`src/rtl/router_pkg.sv`:
```
// constants, layouts and types shared by the interrupt router
package router_pkg;

  localparam int          NUM_REQ_DEF   = 56;
  localparam int          PRIO_W        = 4;
  localparam int          IDX_W         = 6;
  localparam int          ADDR_W        = 12;

  // register byte addresses
  localparam logic [11:0] RAW_LO_OFS    = 12'h000;
  localparam logic [11:0] RAW_HI_OFS    = 12'h004;
  localparam logic [11:0] THR_FAST_OFS  = 12'h010;
  localparam logic [11:0] THR_NORM_OFS  = 12'h014;
  localparam logic [11:0] VEC_FAST_OFS  = 12'h020;
  localparam logic [11:0] VEC_NORM_OFS  = 12'h024;
  localparam logic [11:0] CFG_BASE_OFS  = 12'h100;
  localparam logic [11:0] CFG_LAST_OFS  = 12'h1DC;

  // field positions in a configuration word, one byte lane each, then in a vector word
  localparam int          CFG_PRIO_LSB  = 0;
  localparam int          CFG_TGT_BIT   = 8;
  localparam int          CFG_POL_BIT   = 16;
  localparam int          CFG_SW_BIT    = 24;
  localparam int          VEC_PRIO_LSB  = 8;
  localparam int          VEC_VALID_BIT = 31;

  localparam logic        TGT_FAST      = 1'h0;
  localparam logic        TGT_NORM      = 1'h1;
  localparam logic [1:0]  RESP_OKAY     = 2'h0;
  localparam logic [1:0]  RESP_SLVERR   = 2'h2;
  localparam logic [3:0]  THR_RST       = 4'h0;

  typedef struct packed {
    logic              pol;
    logic              swreq;
    logic              tgt;
    logic [PRIO_W-1:0] prio;
  } cfg_t;

  typedef struct packed {
    logic              valid;
    logic [PRIO_W-1:0] prio;
    logic [IDX_W-1:0]  idx;
  } vec_t;

  localparam cfg_t        CFG_RST       = '{pol: 1'h0, swreq: 1'h0, tgt: 1'h0, prio: 4'h0};

endpackage : router_pkg

```
`src/rtl/interrupt_router.sv`:
```
// vectored interrupt router with AXI4-Lite register access
//
// Decided for this implementation: the address map and register access over AXI4-Lite.
`timescale 1ns/1ps
module interrupt_router #(
  parameter int NUM_REQ = router_pkg::NUM_REQ_DEF
) (
  // router branch clock and reset
  input  wire logic                          core_clk,
  input  wire logic                          rst,
  // request inputs
  input  wire logic [NUM_REQ-1:0]            req_in,
  // processor interrupt inputs
  output logic                               fast_interrupt_input,
  output logic                               normal_interrupt_input,
  // axi4-lite write
  input  wire logic [router_pkg::ADDR_W-1:0] s_axi_awaddr,
  input  wire logic                          s_axi_awvalid,
  output logic                               s_axi_awready,
  input  wire logic [31:0]                   s_axi_wdata,
  input  wire logic [3:0]                    s_axi_wstrb,
  input  wire logic                          s_axi_wvalid,
  output logic                               s_axi_wready,
  output logic [1:0]                         s_axi_bresp,
  output logic                               s_axi_bvalid,
  input  wire logic                          s_axi_bready,
  // axi4-lite read
  input  wire logic [router_pkg::ADDR_W-1:0] s_axi_araddr,
  input  wire logic                          s_axi_arvalid,
  output logic                               s_axi_arready,
  output logic [31:0]                        s_axi_rdata,
  output logic [1:0]                         s_axi_rresp,
  output logic                               s_axi_rvalid,
  input  wire logic                          s_axi_rready
);
  import router_pkg::*;

  cfg_t                cfg [NUM_REQ];
  logic [PRIO_W-1:0]   thr_f;
  logic [PRIO_W-1:0]   thr_n;
  logic [NUM_REQ-1:0]  raw;
  vec_t                vec_f;
  vec_t                vec_n;
  logic [NUM_REQ-1:0]  pol_v;
  logic [NUM_REQ-1:0]  sw_v;
  logic [NUM_REQ-1:0]  qual_f;
  logic [NUM_REQ-1:0]  qual_n;
  vec_t                sel_f;
  vec_t                sel_n;
  logic                aw_full;
  logic                w_full;
  logic [ADDR_W-1:0]   wa;
  logic [31:0]         wd;
  logic [3:0]          ws;
  logic                do_write;
  logic [IDX_W:0]      wr_ci;
  logic [IDX_W:0]      rd_ci;
  logic [31:0]         rd_word;

  // hit flag above the configuration slot index
  function automatic logic [IDX_W:0] cfg_index(input logic [ADDR_W-1:0] a);
    logic [ADDR_W-1:0] off;
    off = a - CFG_BASE_OFS;
    cfg_index = {(a >= CFG_BASE_OFS) && (a <= CFG_LAST_OFS) && (a[1:0] == 2'h0),
                 off[IDX_W+1:2]};
  endfunction : cfg_index

  function automatic logic mapped(input logic [ADDR_W-1:0] a);
    logic [IDX_W:0] ci;
    ci = cfg_index(a);
    mapped = ci[IDX_W] || (a == RAW_LO_OFS) || (a == RAW_HI_OFS) ||
             (a == THR_FAST_OFS) || (a == THR_NORM_OFS) ||
             (a == VEC_FAST_OFS) || (a == VEC_NORM_OFS);
  endfunction : mapped

  // strict compare keeps the first (lowest) index among equal levels
  function automatic vec_t pick(input logic [NUM_REQ-1:0] q, input cfg_t c [NUM_REQ]);
    vec_t r;
    r = '0;
    for (int i = 0; i < NUM_REQ; i++) begin
      if (q[i] && (c[i].prio > r.prio)) begin
        r.valid = 1'b1;
        r.prio  = c[i].prio;
        r.idx   = IDX_W'(i);
      end
    end
    pick = r;
  endfunction : pick

  function automatic logic [31:0] vec_word(input vec_t v);
    logic [31:0] w;
    w = '0;
    w[IDX_W-1:0] = v.idx;
    w[VEC_PRIO_LSB +: PRIO_W] = v.prio;
    w[VEC_VALID_BIT] = v.valid;
    vec_word = w;
  endfunction : vec_word

  // qualification per target and winner selection
  always_comb begin
    for (int i = 0; i < NUM_REQ; i++) begin
      pol_v[i]  = cfg[i].pol;
      sw_v[i]   = cfg[i].swreq;
      qual_f[i] = raw[i] && (cfg[i].tgt == TGT_FAST) &&
                  (cfg[i].prio != '0) && (cfg[i].prio > thr_f);
      qual_n[i] = raw[i] && (cfg[i].tgt == TGT_NORM) &&
                  (cfg[i].prio != '0) && (cfg[i].prio > thr_n);
    end
    sel_f = pick(qual_f, cfg);
    sel_n = pick(qual_n, cfg);
  end

  // raw state: polarity applied and software request merged, before masking
  always_ff @(posedge core_clk) begin
    if (rst) begin
      raw <= '0;
    end else begin
      raw <= (req_in ^ pol_v) | sw_v;
    end
  end

  // outputs registered; a gated branch clock simply freezes them
  always_ff @(posedge core_clk) begin
    if (rst) begin
      vec_f                  <= '0;
      vec_n                  <= '0;
      fast_interrupt_input   <= 1'b0;
      normal_interrupt_input <= 1'b0;
    end else begin
      vec_f                  <= sel_f;
      vec_n                  <= sel_n;
      fast_interrupt_input   <= sel_f.valid;
      normal_interrupt_input <= sel_n.valid;
    end
  end

  // write channels: address and data taken independently, held until the response is taken
  assign do_write = aw_full && w_full && !s_axi_bvalid;
  assign wr_ci    = cfg_index(wa);

  always_ff @(posedge core_clk) begin
    if (rst) begin
      aw_full       <= 1'b0;
      w_full        <= 1'b0;
      wa            <= '0;
      wd            <= '0;
      ws            <= '0;
      s_axi_awready <= 1'b1;
      s_axi_wready  <= 1'b1;
      s_axi_bvalid  <= 1'b0;
      s_axi_bresp   <= RESP_OKAY;
    end else begin
      if (s_axi_awvalid && s_axi_awready) begin
        aw_full       <= 1'b1;
        wa            <= s_axi_awaddr;
        s_axi_awready <= 1'b0;
      end
      if (s_axi_wvalid && s_axi_wready) begin
        w_full       <= 1'b1;
        wd           <= s_axi_wdata;
        ws           <= s_axi_wstrb;
        s_axi_wready <= 1'b0;
      end
      if (do_write) begin
        aw_full      <= 1'b0;
        w_full       <= 1'b0;
        s_axi_bvalid <= 1'b1;
        s_axi_bresp  <= mapped(wa) ? RESP_OKAY : RESP_SLVERR;
      end
      if (s_axi_bvalid && s_axi_bready) begin
        s_axi_bvalid  <= 1'b0;
        s_axi_awready <= 1'b1;
        s_axi_wready  <= 1'b1;
      end
    end
  end

  // configuration slots; each field in its own byte lane so strobes can update one alone
  always_ff @(posedge core_clk) begin
    if (rst) begin
      for (int i = 0; i < NUM_REQ; i++) begin
        cfg[i] <= CFG_RST;
      end
    end else if (do_write && wr_ci[IDX_W]) begin
      if (ws[0]) begin
        cfg[wr_ci[IDX_W-1:0]].prio <= wd[CFG_PRIO_LSB +: PRIO_W];
      end
      if (ws[1]) begin
        cfg[wr_ci[IDX_W-1:0]].tgt <= wd[CFG_TGT_BIT];
      end
      if (ws[2]) begin
        cfg[wr_ci[IDX_W-1:0]].pol <= wd[CFG_POL_BIT];
      end
      if (ws[3]) begin
        cfg[wr_ci[IDX_W-1:0]].swreq <= wd[CFG_SW_BIT];
      end
    end
  end

  // thresholds; an isr raises its own target's threshold to nest
  always_ff @(posedge core_clk) begin
    if (rst) begin
      thr_f <= THR_RST;
      thr_n <= THR_RST;
    end else if (do_write && ws[0]) begin
      if (wa == THR_FAST_OFS) begin
        thr_f <= wd[PRIO_W-1:0];
      end
      if (wa == THR_NORM_OFS) begin
        thr_n <= wd[PRIO_W-1:0];
      end
    end
  end

  // read mux
  assign rd_ci = cfg_index(s_axi_araddr);

  always_comb begin
    rd_word = '0;
    if (rd_ci[IDX_W]) begin
      rd_word[CFG_PRIO_LSB +: PRIO_W] = cfg[rd_ci[IDX_W-1:0]].prio;
      rd_word[CFG_TGT_BIT]            = cfg[rd_ci[IDX_W-1:0]].tgt;
      rd_word[CFG_POL_BIT]            = cfg[rd_ci[IDX_W-1:0]].pol;
      rd_word[CFG_SW_BIT]             = cfg[rd_ci[IDX_W-1:0]].swreq;
    end else begin
      case (s_axi_araddr)
        RAW_LO_OFS:   rd_word = raw[31:0];
        RAW_HI_OFS:   rd_word[NUM_REQ-33:0] = raw[NUM_REQ-1:32];
        THR_FAST_OFS: rd_word[PRIO_W-1:0] = thr_f;
        THR_NORM_OFS: rd_word[PRIO_W-1:0] = thr_n;
        VEC_FAST_OFS: rd_word = vec_word(vec_f);
        VEC_NORM_OFS: rd_word = vec_word(vec_n);
        default:      rd_word = '0;
      endcase
    end
  end

  always_ff @(posedge core_clk) begin
    if (rst) begin
      s_axi_arready <= 1'b1;
      s_axi_rvalid  <= 1'b0;
      s_axi_rdata   <= '0;
      s_axi_rresp   <= RESP_OKAY;
    end else begin
      if (s_axi_arvalid && s_axi_arready) begin
        s_axi_arready <= 1'b0;
        s_axi_rvalid  <= 1'b1;
        s_axi_rdata   <= rd_word;
        s_axi_rresp   <= mapped(s_axi_araddr) ? RESP_OKAY : RESP_SLVERR;
      end
      if (s_axi_rvalid && s_axi_rready) begin
        s_axi_rvalid  <= 1'b0;
        s_axi_arready <= 1'b1;
      end
    end
  end

  // checks
  logic [31:0]         raw_lo;
  logic [NUM_REQ-1:0]  raw_next;
  logic                bad_order;

  assign raw_lo   = raw[31:0];
  assign raw_next = (req_in ^ pol_v) | sw_v;

  // independent scan: nothing qualifying may beat the chosen winner
  always_comb begin
    bad_order = 1'b0;
    for (int i = 0; i < NUM_REQ; i++) begin
      if (qual_f[i] && ((cfg[i].prio > sel_f.prio) ||
          ((cfg[i].prio == sel_f.prio) && (IDX_W'(i) < sel_f.idx)))) begin
        bad_order = 1'b1;
      end
      if (qual_n[i] && ((cfg[i].prio > sel_n.prio) ||
          ((cfg[i].prio == sel_n.prio) && (IDX_W'(i) < sel_n.idx)))) begin
        bad_order = 1'b1;
      end
    end
  end
endmodule : interrupt_router

```
`config.mk`:
```
export PLATFORM = sky130hd
export DESIGN_NAME = interrupt_router
export DESIGN_NICKNAME = d
export VERILOG_FILES = /design/src/rtl/router_pkg.sv /design/src/rtl/interrupt_router.sv
export SDC_FILE = /design/constraint.sdc
export NUM_CORES = 2
export LEC_CHECK = 0
export ABC_AREA = 1
export BUFFER_PORTS_ARGS = -buffer_cell sky130_fd_sc_hd__buf_2
export CELL_PAD_IN_SITES_DETAIL_PLACEMENT = 1
export CELL_PAD_IN_SITES_GLOBAL_PLACEMENT = 1
export CORE_ASPECT_RATIO = 1.25
export CORE_UTILIZATION = 47
export DETAILED_ROUTE_END_ITERATION = 8
export PLACE_DENSITY = 0.88
export SYNTH_ARGS = -nofsm -noshare
export SYNTH_HDL_FRONTEND = slang
export SYNTH_SLANG_ARGS = --single-unit
```
`constraint.sdc`:
```
create_clock -name core_clk -period 75.6 [get_ports core_clk]
set_input_delay 7.56 -clock core_clk [delete_from_list [all_inputs] [get_ports core_clk]]
set_output_delay 7.56 -clock core_clk [all_outputs]
set_load 0.01 [all_outputs]
```
; After elaboration in Yosys (flattened, before gate mapping)
; Index checks and enable logic that the tools add are counted.
[classes]
addsub = 2
mul = 0
n_div = 0
magnitude_cmp = 230
n_eq_ne = 10
shifts = 0
muxes = 150
n_bitwise = 60
n_reduce_logical = 542
[op_table]
columns = op, n
row1 = 2-to-1 mux 392 bit, 10
row2 = bitwise mux 392 bit, 4
row3 = 2-to-1 mux 11 bit, 112
row4 = greater-than comparator 4 bit, 222
row5 = logical AND 1 bit, 462
row6 = nonzero test 4 bit, 56
row7 = demux 7 bit (select 6 bit), 4
row8 = one-hot mux 20 bit (4 select lines), 1
row9 = inverter 1 bit, 56
row10 = OR 56 bit, 1
row11 = XOR 56 bit, 1
row12 = "equality test 12 x 5 -> 1 bit, second input constant", 4
row13 = "equality test 12 x 6 -> 1 bit, second input constant", 4
row14 = binary-select mux 7 bit (select 6 bit), 1
row15 = 2-to-1 mux 7 bit, 6
row16 = "equality test 12 x 3 -> 1 bit, second input constant", 2
row17 = ">= comparator 12 x 9 -> 1 bit, second input constant", 2
row18 = "<= comparator 12 x 9 -> 1 bit, second input constant", 2
row19 = logical NOT 12 bit, 2
row20 = one-hot mux 4 bit (6 select lines), 1
row21 = one-hot mux 8 bit (3 select lines), 1
row22 = OR reduction 9 bit, 2
row23 = "subtractor 8 x 1 -> 8 bit, second input constant", 2
row24 = ">= comparator 7 bit, second input constant", 2
row25 = other kinds (13), 34
[totals]
regBits = 562
latch_bits = 0
ramBits = 0
rom_bits = 0
wordCells = 1242
memories = 0

; Depth between registers and ports, before layout
[depth]
word_depth = 171
ltp_mapped = 498

; Worst setup path after synthesis
; No wires, ideal clock.
[synth_timing]
path_kind = flip-flop to flip-flop
startpoint = reg thr_n[0]
endpoint = reg vec_n[5] in the netlist's numbering
t_arrival_ns = 57.012
required_time_ns = 75.543
slack_ns = 18.531
stages_incl_launch_ff = 489
n_path_buf = 37
cell_sequence = dfxtp_1 > ha_1 > nand2_1 > nor2_1 > nor2_2 > nand2_1 > nor2_1 > inv_1 > ha_1 > nand2_1 > inv_2 > nand2_1 > nand2_1 > nor2_4 > nand3_4 > nor2_1 > a21oi_1 > ha_1 > [453 not listed] > nand2_1 > o21a_1 > inv_1 > ha_1 > a21oi_1 > nand2_4 > nand3_4 > nand2_2 > and2_1 > ha_1 > nand2_1 > o21ai_0 > o211ai_1 > nor4_1 > clkinv_1 > nand4_1 > o21ai_1 > inv_1
[synth_via]
elab_chain_cells = 169
elab_cells_between_ends = 279
cone_classes = order compare: 111 / mux: 56 / reduce/logical: 112
[synth_lines]
columns = item, line
row1 = "start, declared", interrupt_router.sv:40  ; logic [PRIO_W-1:0] thr_n;
row2 = "start signal, assigned", interrupt_router.sv:210  ; thr_n <= wd[PRIO_W-1:0];
row3 = greater-than comparator 4 bit, interrupt_router.sv:107  ; (cfg[i].prio != '0) && (cfg[i].prio > thr_n);
row4 = logical AND 1 bit, interrupt_router.sv:107
row5 = logical AND 1 bit, interrupt_router.sv:81  ; if (q[i] && (c[i].prio > r.prio)) begin
row6 = 2-to-1 mux 11 bit, interrupt_router.sv:81
row7 = greater-than comparator 4 bit, interrupt_router.sv:81
row8 = logical AND 1 bit, interrupt_router.sv:81
row9 = 2-to-1 mux 11 bit, interrupt_router.sv:81
row10 = greater-than comparator 4 bit, interrupt_router.sv:81
row11 = [153 not listed], -
row12 = logical AND 1 bit, interrupt_router.sv:81
row13 = 2-to-1 mux 11 bit, interrupt_router.sv:81
row14 = greater-than comparator 4 bit, interrupt_router.sv:81
row15 = logical AND 1 bit, interrupt_router.sv:81
row16 = 2-to-1 mux 11 bit, interrupt_router.sv:81
row17 = greater-than comparator 4 bit, interrupt_router.sv:81
row18 = logical AND 1 bit, interrupt_router.sv:81
row19 = 2-to-1 mux 11 bit *, interrupt_router.sv:81
row20 = "end signal, assigned", interrupt_router.sv:131  ; vec_n <= sel_n;
row21 = "end, declared", interrupt_router.sv:43  ; vec_t vec_n;
; Mark *: on every way between the ends. The rest lies on a longest branch, timed or not.
; A chain may end at the register's enable or synchronous reset.

; Worst setup path after layout
[layout_timing]
startpoint = reg thr_f[3]
endpoint = reg vec_f[5] in the netlist's numbering
[layout_via]
elab_chain_cells = 169
elab_cells_between_ends = 279
cone_classes = order compare: 111 / mux: 56 / reduce/logical: 112
[layout_lines]
columns = item, line
row1 = "start, declared", interrupt_router.sv:39  ; logic [PRIO_W-1:0] thr_f;
row2 = "start signal, assigned", interrupt_router.sv:207  ; thr_f <= wd[PRIO_W-1:0];
row3 = greater-than comparator 4 bit, interrupt_router.sv:105  ; (cfg[i].prio != '0) && (cfg[i].prio > thr_f);
row4 = logical AND 1 bit, interrupt_router.sv:105
row5 = logical AND 1 bit, interrupt_router.sv:81
row6 = 2-to-1 mux 11 bit, interrupt_router.sv:81
row7 = greater-than comparator 4 bit, interrupt_router.sv:81
row8 = logical AND 1 bit, interrupt_router.sv:81
row9 = 2-to-1 mux 11 bit, interrupt_router.sv:81
row10 = greater-than comparator 4 bit, interrupt_router.sv:81
row11 = [153 not listed], -
row12 = logical AND 1 bit, interrupt_router.sv:81
row13 = 2-to-1 mux 11 bit, interrupt_router.sv:81
row14 = greater-than comparator 4 bit, interrupt_router.sv:81
row15 = logical AND 1 bit, interrupt_router.sv:81
row16 = 2-to-1 mux 11 bit, interrupt_router.sv:81
row17 = greater-than comparator 4 bit, interrupt_router.sv:81
row18 = logical AND 1 bit, interrupt_router.sv:81
row19 = 2-to-1 mux 11 bit *, interrupt_router.sv:81
row20 = "end signal, assigned", interrupt_router.sv:130  ; vec_f <= sel_f;
row21 = "end, declared", interrupt_router.sv:42  ; vec_t vec_f;
; Marks and branches as above.

==> impl.org <==
** Worst setup path
- By instance count, the cell type seen most on the critical path is sky130_fd_sc_hd__nand2_2.
- Together, buffers and inverters on the worst path number 52.
- Cell type group with the largest total delay on the critical path :: simple AND/OR/NAND/NOR gates
- Sort of element at the end of the critical path :: flip-flop
- The setup path with the least slack is of type flip-flop to flip-flop.
- Data arrival time of the critical path :: 67620 ps
- In this run the critical register-to-register path is launched from thr_f[3].
- Along the worst path, the maximum fanout reaches 22.
- The worst setup path is launched from a flip-flop.
- Slowest stage cell, crit path :: sky130_fd_sc_hd__ha_1
- Critical Path Max Stage Delay :: 540 ps
- Worst EP required :: 76220 ps
- Tracing the worst setup path back leads to its startpoint at thr_f[3].

** Job
- Max-Cap Viols :: 0

** Power and ir drop
- In this run the static leakage power is 28.8 nW.
- Largest vdd supply drop :: 0.0000200 V
- Pwr per Cell Area :: 11.1 mW/mm2
- The design draws 0.670 mW.

** Status
- The run finished with clean final reports.

** Cells and area
- In the final layout, the share of cells above drive strength 1 is 0.124.
- Compared with the post-synthesis result, the final layout area differs by 6.23%.
- Final design utilization :: 0.503
- Leaving out fill and tap cells, the most frequent cell in the layout is sky130_fd_sc_hd__inv_1.
- The count of cells in the finished layout, fillers not included, comes to 9948.
- Layout Cell Area excl Fill :: 0.0602 mm2
- Register Area :: 0.0109 mm2
- The layout has 16100 filler cells.
- At the end of the flow, the number of nets in the layout was 9213.
- Leaving out fill and tap cells, the most frequent cells in the layout are 1063 x sky130_fd_sc_hd__inv_1, 1031 x sky130_fd_sc_hd__nand2_1, 1007 x sky130_fd_sc_hd__o21ai_0, 778 x sky130_fd_sc_hd__ha_1, 706 x sky130_fd_sc_hd__nand3_1.
- In the final layout, the multi-input gates occupy 0.0399 mm2.

** Place
- Summing all placed instances gives a cell area of 0.0582 mm2.
- Placed cell count :: 9834
- I/O Buffers :: 138
- Detailed placement ended at an HPWL of 182 mm.
- Routability-driven placement finished with a final weighted congestion of 0.990.

** Routing
- Routed Wire Length :: 249 mm
- Count of antenna-violating nets left after detailed routing :: 0
- Detailed route wirelength on metal2 :: 113 mm
- Dividing the detail-routed via count by the number of cells gives 6.33.
- Met3 WL post-DR :: 21.9 mm
- DRC Markers :: 0
- In the final routing, the length of wire on met1 measures 93.8 mm.
- The detailed router finished its first iteration with 5021 violations.
- Signal routing reaches up to met5.
- Number of optimization iterations in the first detailed-route pass :: 5
- Via count :: 63000
- After detailed routing, the average wire length per cell comes to 25.1 um.

** Floorplanning
- During I/O placement, the number of pins put on the boundary was 166.
- Area of the die :: 0.122 mm2
- Row generation in the floorplan step produced 142 rows.
- Overall die height :: 390 um
- The region available for standard cell placement spans 0.120 mm2.
- Die X-Extent :: 313 um
- The initial utilization of the core area, before any placement, comes to 0.473.

** Synth
- After synthesis, the cell types taking the most area are sky130_fd_sc_hd__dfxtp_1 19%, sky130_fd_sc_hd__ha_1 17%, sky130_fd_sc_hd__o21ai_0 8.9%, sky130_fd_sc_hd__inv_1 7.1%, sky130_fd_sc_hd__nand2_1 6.8%.
- Predominant post-synthesis flop cell :: sky130_fd_sc_hd__dfxtp_1
- Number of enable flip-flop cells after synthesis :: 0
- Synth Register Bits :: 542
- Average cell area after synthesis :: 6.79 um2
- Synthesis produced a netlist whose cell count is 8348.
- Yosys mapped the design onto 66 distinct sky130hd cell types.
- Async SR Flop Fraction :: 0
- After synthesis the cells add up to 0.0567 mm2.
- Dominant cell type by area after synthesis :: sky130_fd_sc_hd__dfxtp_1
- Sequential share of the synthesized area :: 0.191
- Yosys warns :: 0
- Synth top area share :: 0.191

** STA
- Setup violations remaining at the end of the flow were counted as 0.
- Final worst path period need :: 66990 ps
- Based on the critical path, the design can be clocked at up to 14.9 MHz.
- Max Slew Vio Count :: 0
- Setup Total Neg Slack :: 0 ps
- For the final database, setup skew stands at 34.3 ps.
- For the pin with the worst max-slew slack, the measured transition is 1400 ps.
- Hold Vio Cnt, Final :: 0
- The worst pin sits at a relative slew slack of 0.0568.
- Final clock period utilization by the worst path :: 0.886
- Setup repair after global routing left no endpoint under its margin.

** Clock network
- The clock reaches the later pin of the worst-skew pair after 690 ps.
- The clock net in this run drives a total of 542 sinks.
- Worst-path clk slew :: 70 ps
- Resized Gates After CTS :: 0
- Buffer type at the clock tree root :: sky130_fd_sc_hd__clkbuf_16
- Clock tree from TritonCTS :: built
- In this run, CTS created clock tree buffers numbering 60.
- Clock H-tree levels :: 2
- Post-CTS repair timing setup buffer count :: 0
- Buffers inserted to repair hold after CTS numbered 0.
- Clock tree buffer depth :: 3

** Worst hold path
- In this run the worst hold path is classified as flip-flop to flip-flop.
- Critical hold path startpoint :: s_axi_rdata[14]

** Global route
- The via count of the first global-routing pass was 64800.
- Initial antenna violation count :: 11
- Global routing finished with a remaining overflow of 0.
- Global-route usage over all layers :: 0.395
- Pin count of the biggest net entering global routing :: 137
- First-pass GRT wire length :: 376 mm
metrics by stage:
stage                     hold WS, ps  worst slack [ps]
after detailed placement          449              9540
after CTS                         460              9330
after floorplan                   430             18530
final                             461              8610
after global placement            440             12150
after global routing              482              2890
cell families after synthesis:
kind of cell | count (synthesis) | synth area share
compound gates | 2116 | 0.206
xor+xnor | 56 | 0.00865
fa+ha+maj | 778 | 0.172
buf+inv | 1400 | 0.105
flops | 542 | 0.191
other cells | 1 | 0.0000661
simple gates | 3455 | 0.317
area by class of cell:
type,instances,area share
well taps,1584,0.0329
flip-flops and latches,542,0.180
clock inverters,33,0.00602
repair buffers,196,0.0198
clock buffers,77,0.0277
inverters,1105,0.0699
diodes,4,0.000166
multi-input cells,6407,0.663
metal layers:
metal	vias up	GRT usage
li1	28600	-
met1	30500	0.454
met2	2821	0.648
met3	1018	0.0793
met4	10	0.292
met5	-	0
tightest hold or removal path, delay by kind of cell (launching register included):
kind,cells,cell delay [ps]
AO/OA/AOI/OAI,1,50
flip-flops,1,300
AND/OR/NAND/NOR,1,60
Yosys cell counts, types with 5 or more instances:
cell,n
sky130_fd_sc_hd__nor2_2,134
sky130_fd_sc_hd__and2_1,6
sky130_fd_sc_hd__a211oi_1,6
sky130_fd_sc_hd__dfxtp_1,542
sky130_fd_sc_hd__nand3_2,114
sky130_fd_sc_hd__nor3_1,212
sky130_fd_sc_hd__clkbuf_1,191
sky130_fd_sc_hd__nor2_4,65
sky130_fd_sc_hd__o21bai_1,200
sky130_fd_sc_hd__o211ai_1,27
sky130_fd_sc_hd__nor2_1,517
sky130_fd_sc_hd__o21ai_1,8
sky130_fd_sc_hd__buf_6,66
sky130_fd_sc_hd__ha_1,778
sky130_fd_sc_hd__inv_1,1075
sky130_fd_sc_hd__buf_4,6
sky130_fd_sc_hd__clkinv_1,7
sky130_fd_sc_hd__o21a_2,6
sky130_fd_sc_hd__a221oi_1,23
sky130_fd_sc_hd__nand2_1,1034
sky130_fd_sc_hd__nand2_4,111
sky130_fd_sc_hd__a22oi_1,36
sky130_fd_sc_hd__nand4_1,236
sky130_fd_sc_hd__xor2_1,56
sky130_fd_sc_hd__nand3_1,706
sky130_fd_sc_hd__inv_2,18
sky130_fd_sc_hd__o21a_1,5
sky130_fd_sc_hd__nand2_2,243
sky130_fd_sc_hd__o22ai_1,27
sky130_fd_sc_hd__a21oi_1,689
sky130_fd_sc_hd__buf_1,18
sky130_fd_sc_hd__nor4_1,63
sky130_fd_sc_hd__clkbuf_8,11
sky130_fd_sc_hd__a31oi_1,9
sky130_fd_sc_hd__o21ai_0,1007
sky130_fd_sc_hd__o221ai_1,41
worst paths after layout:
check	depth (start not counted)	to	slack [ps]
min reg2reg	2	s_axi_rdata[14]	460
min	2	s_axi_rdata[14]	460
max	432	vec_f[5]	8610
max reg2reg	432	vec_f[5]	8610
sequential cells by signal (all words and copies together) (netlist names), 4 cells and up:
register / flops
cfg: 392
vec_n: 11
ws: 4
thr_f: 4
s_axi_rdata: 32
wd: 7
raw: 56
vec_f: 11
thr_n: 4
wa: 12
power breakdown:
group	internal (mW)	switching (mW)	total (mW)	leakage [nW]
registers	0.289	0.00548	0.294	4.39
clock network	0.177	0.140	0.317	1.00
logic	0.0105	0.0484	0.0590	23.4
total	0.476	0.194	0.670	28.8
No activity file was read; power rests on OpenSTA's default activity.
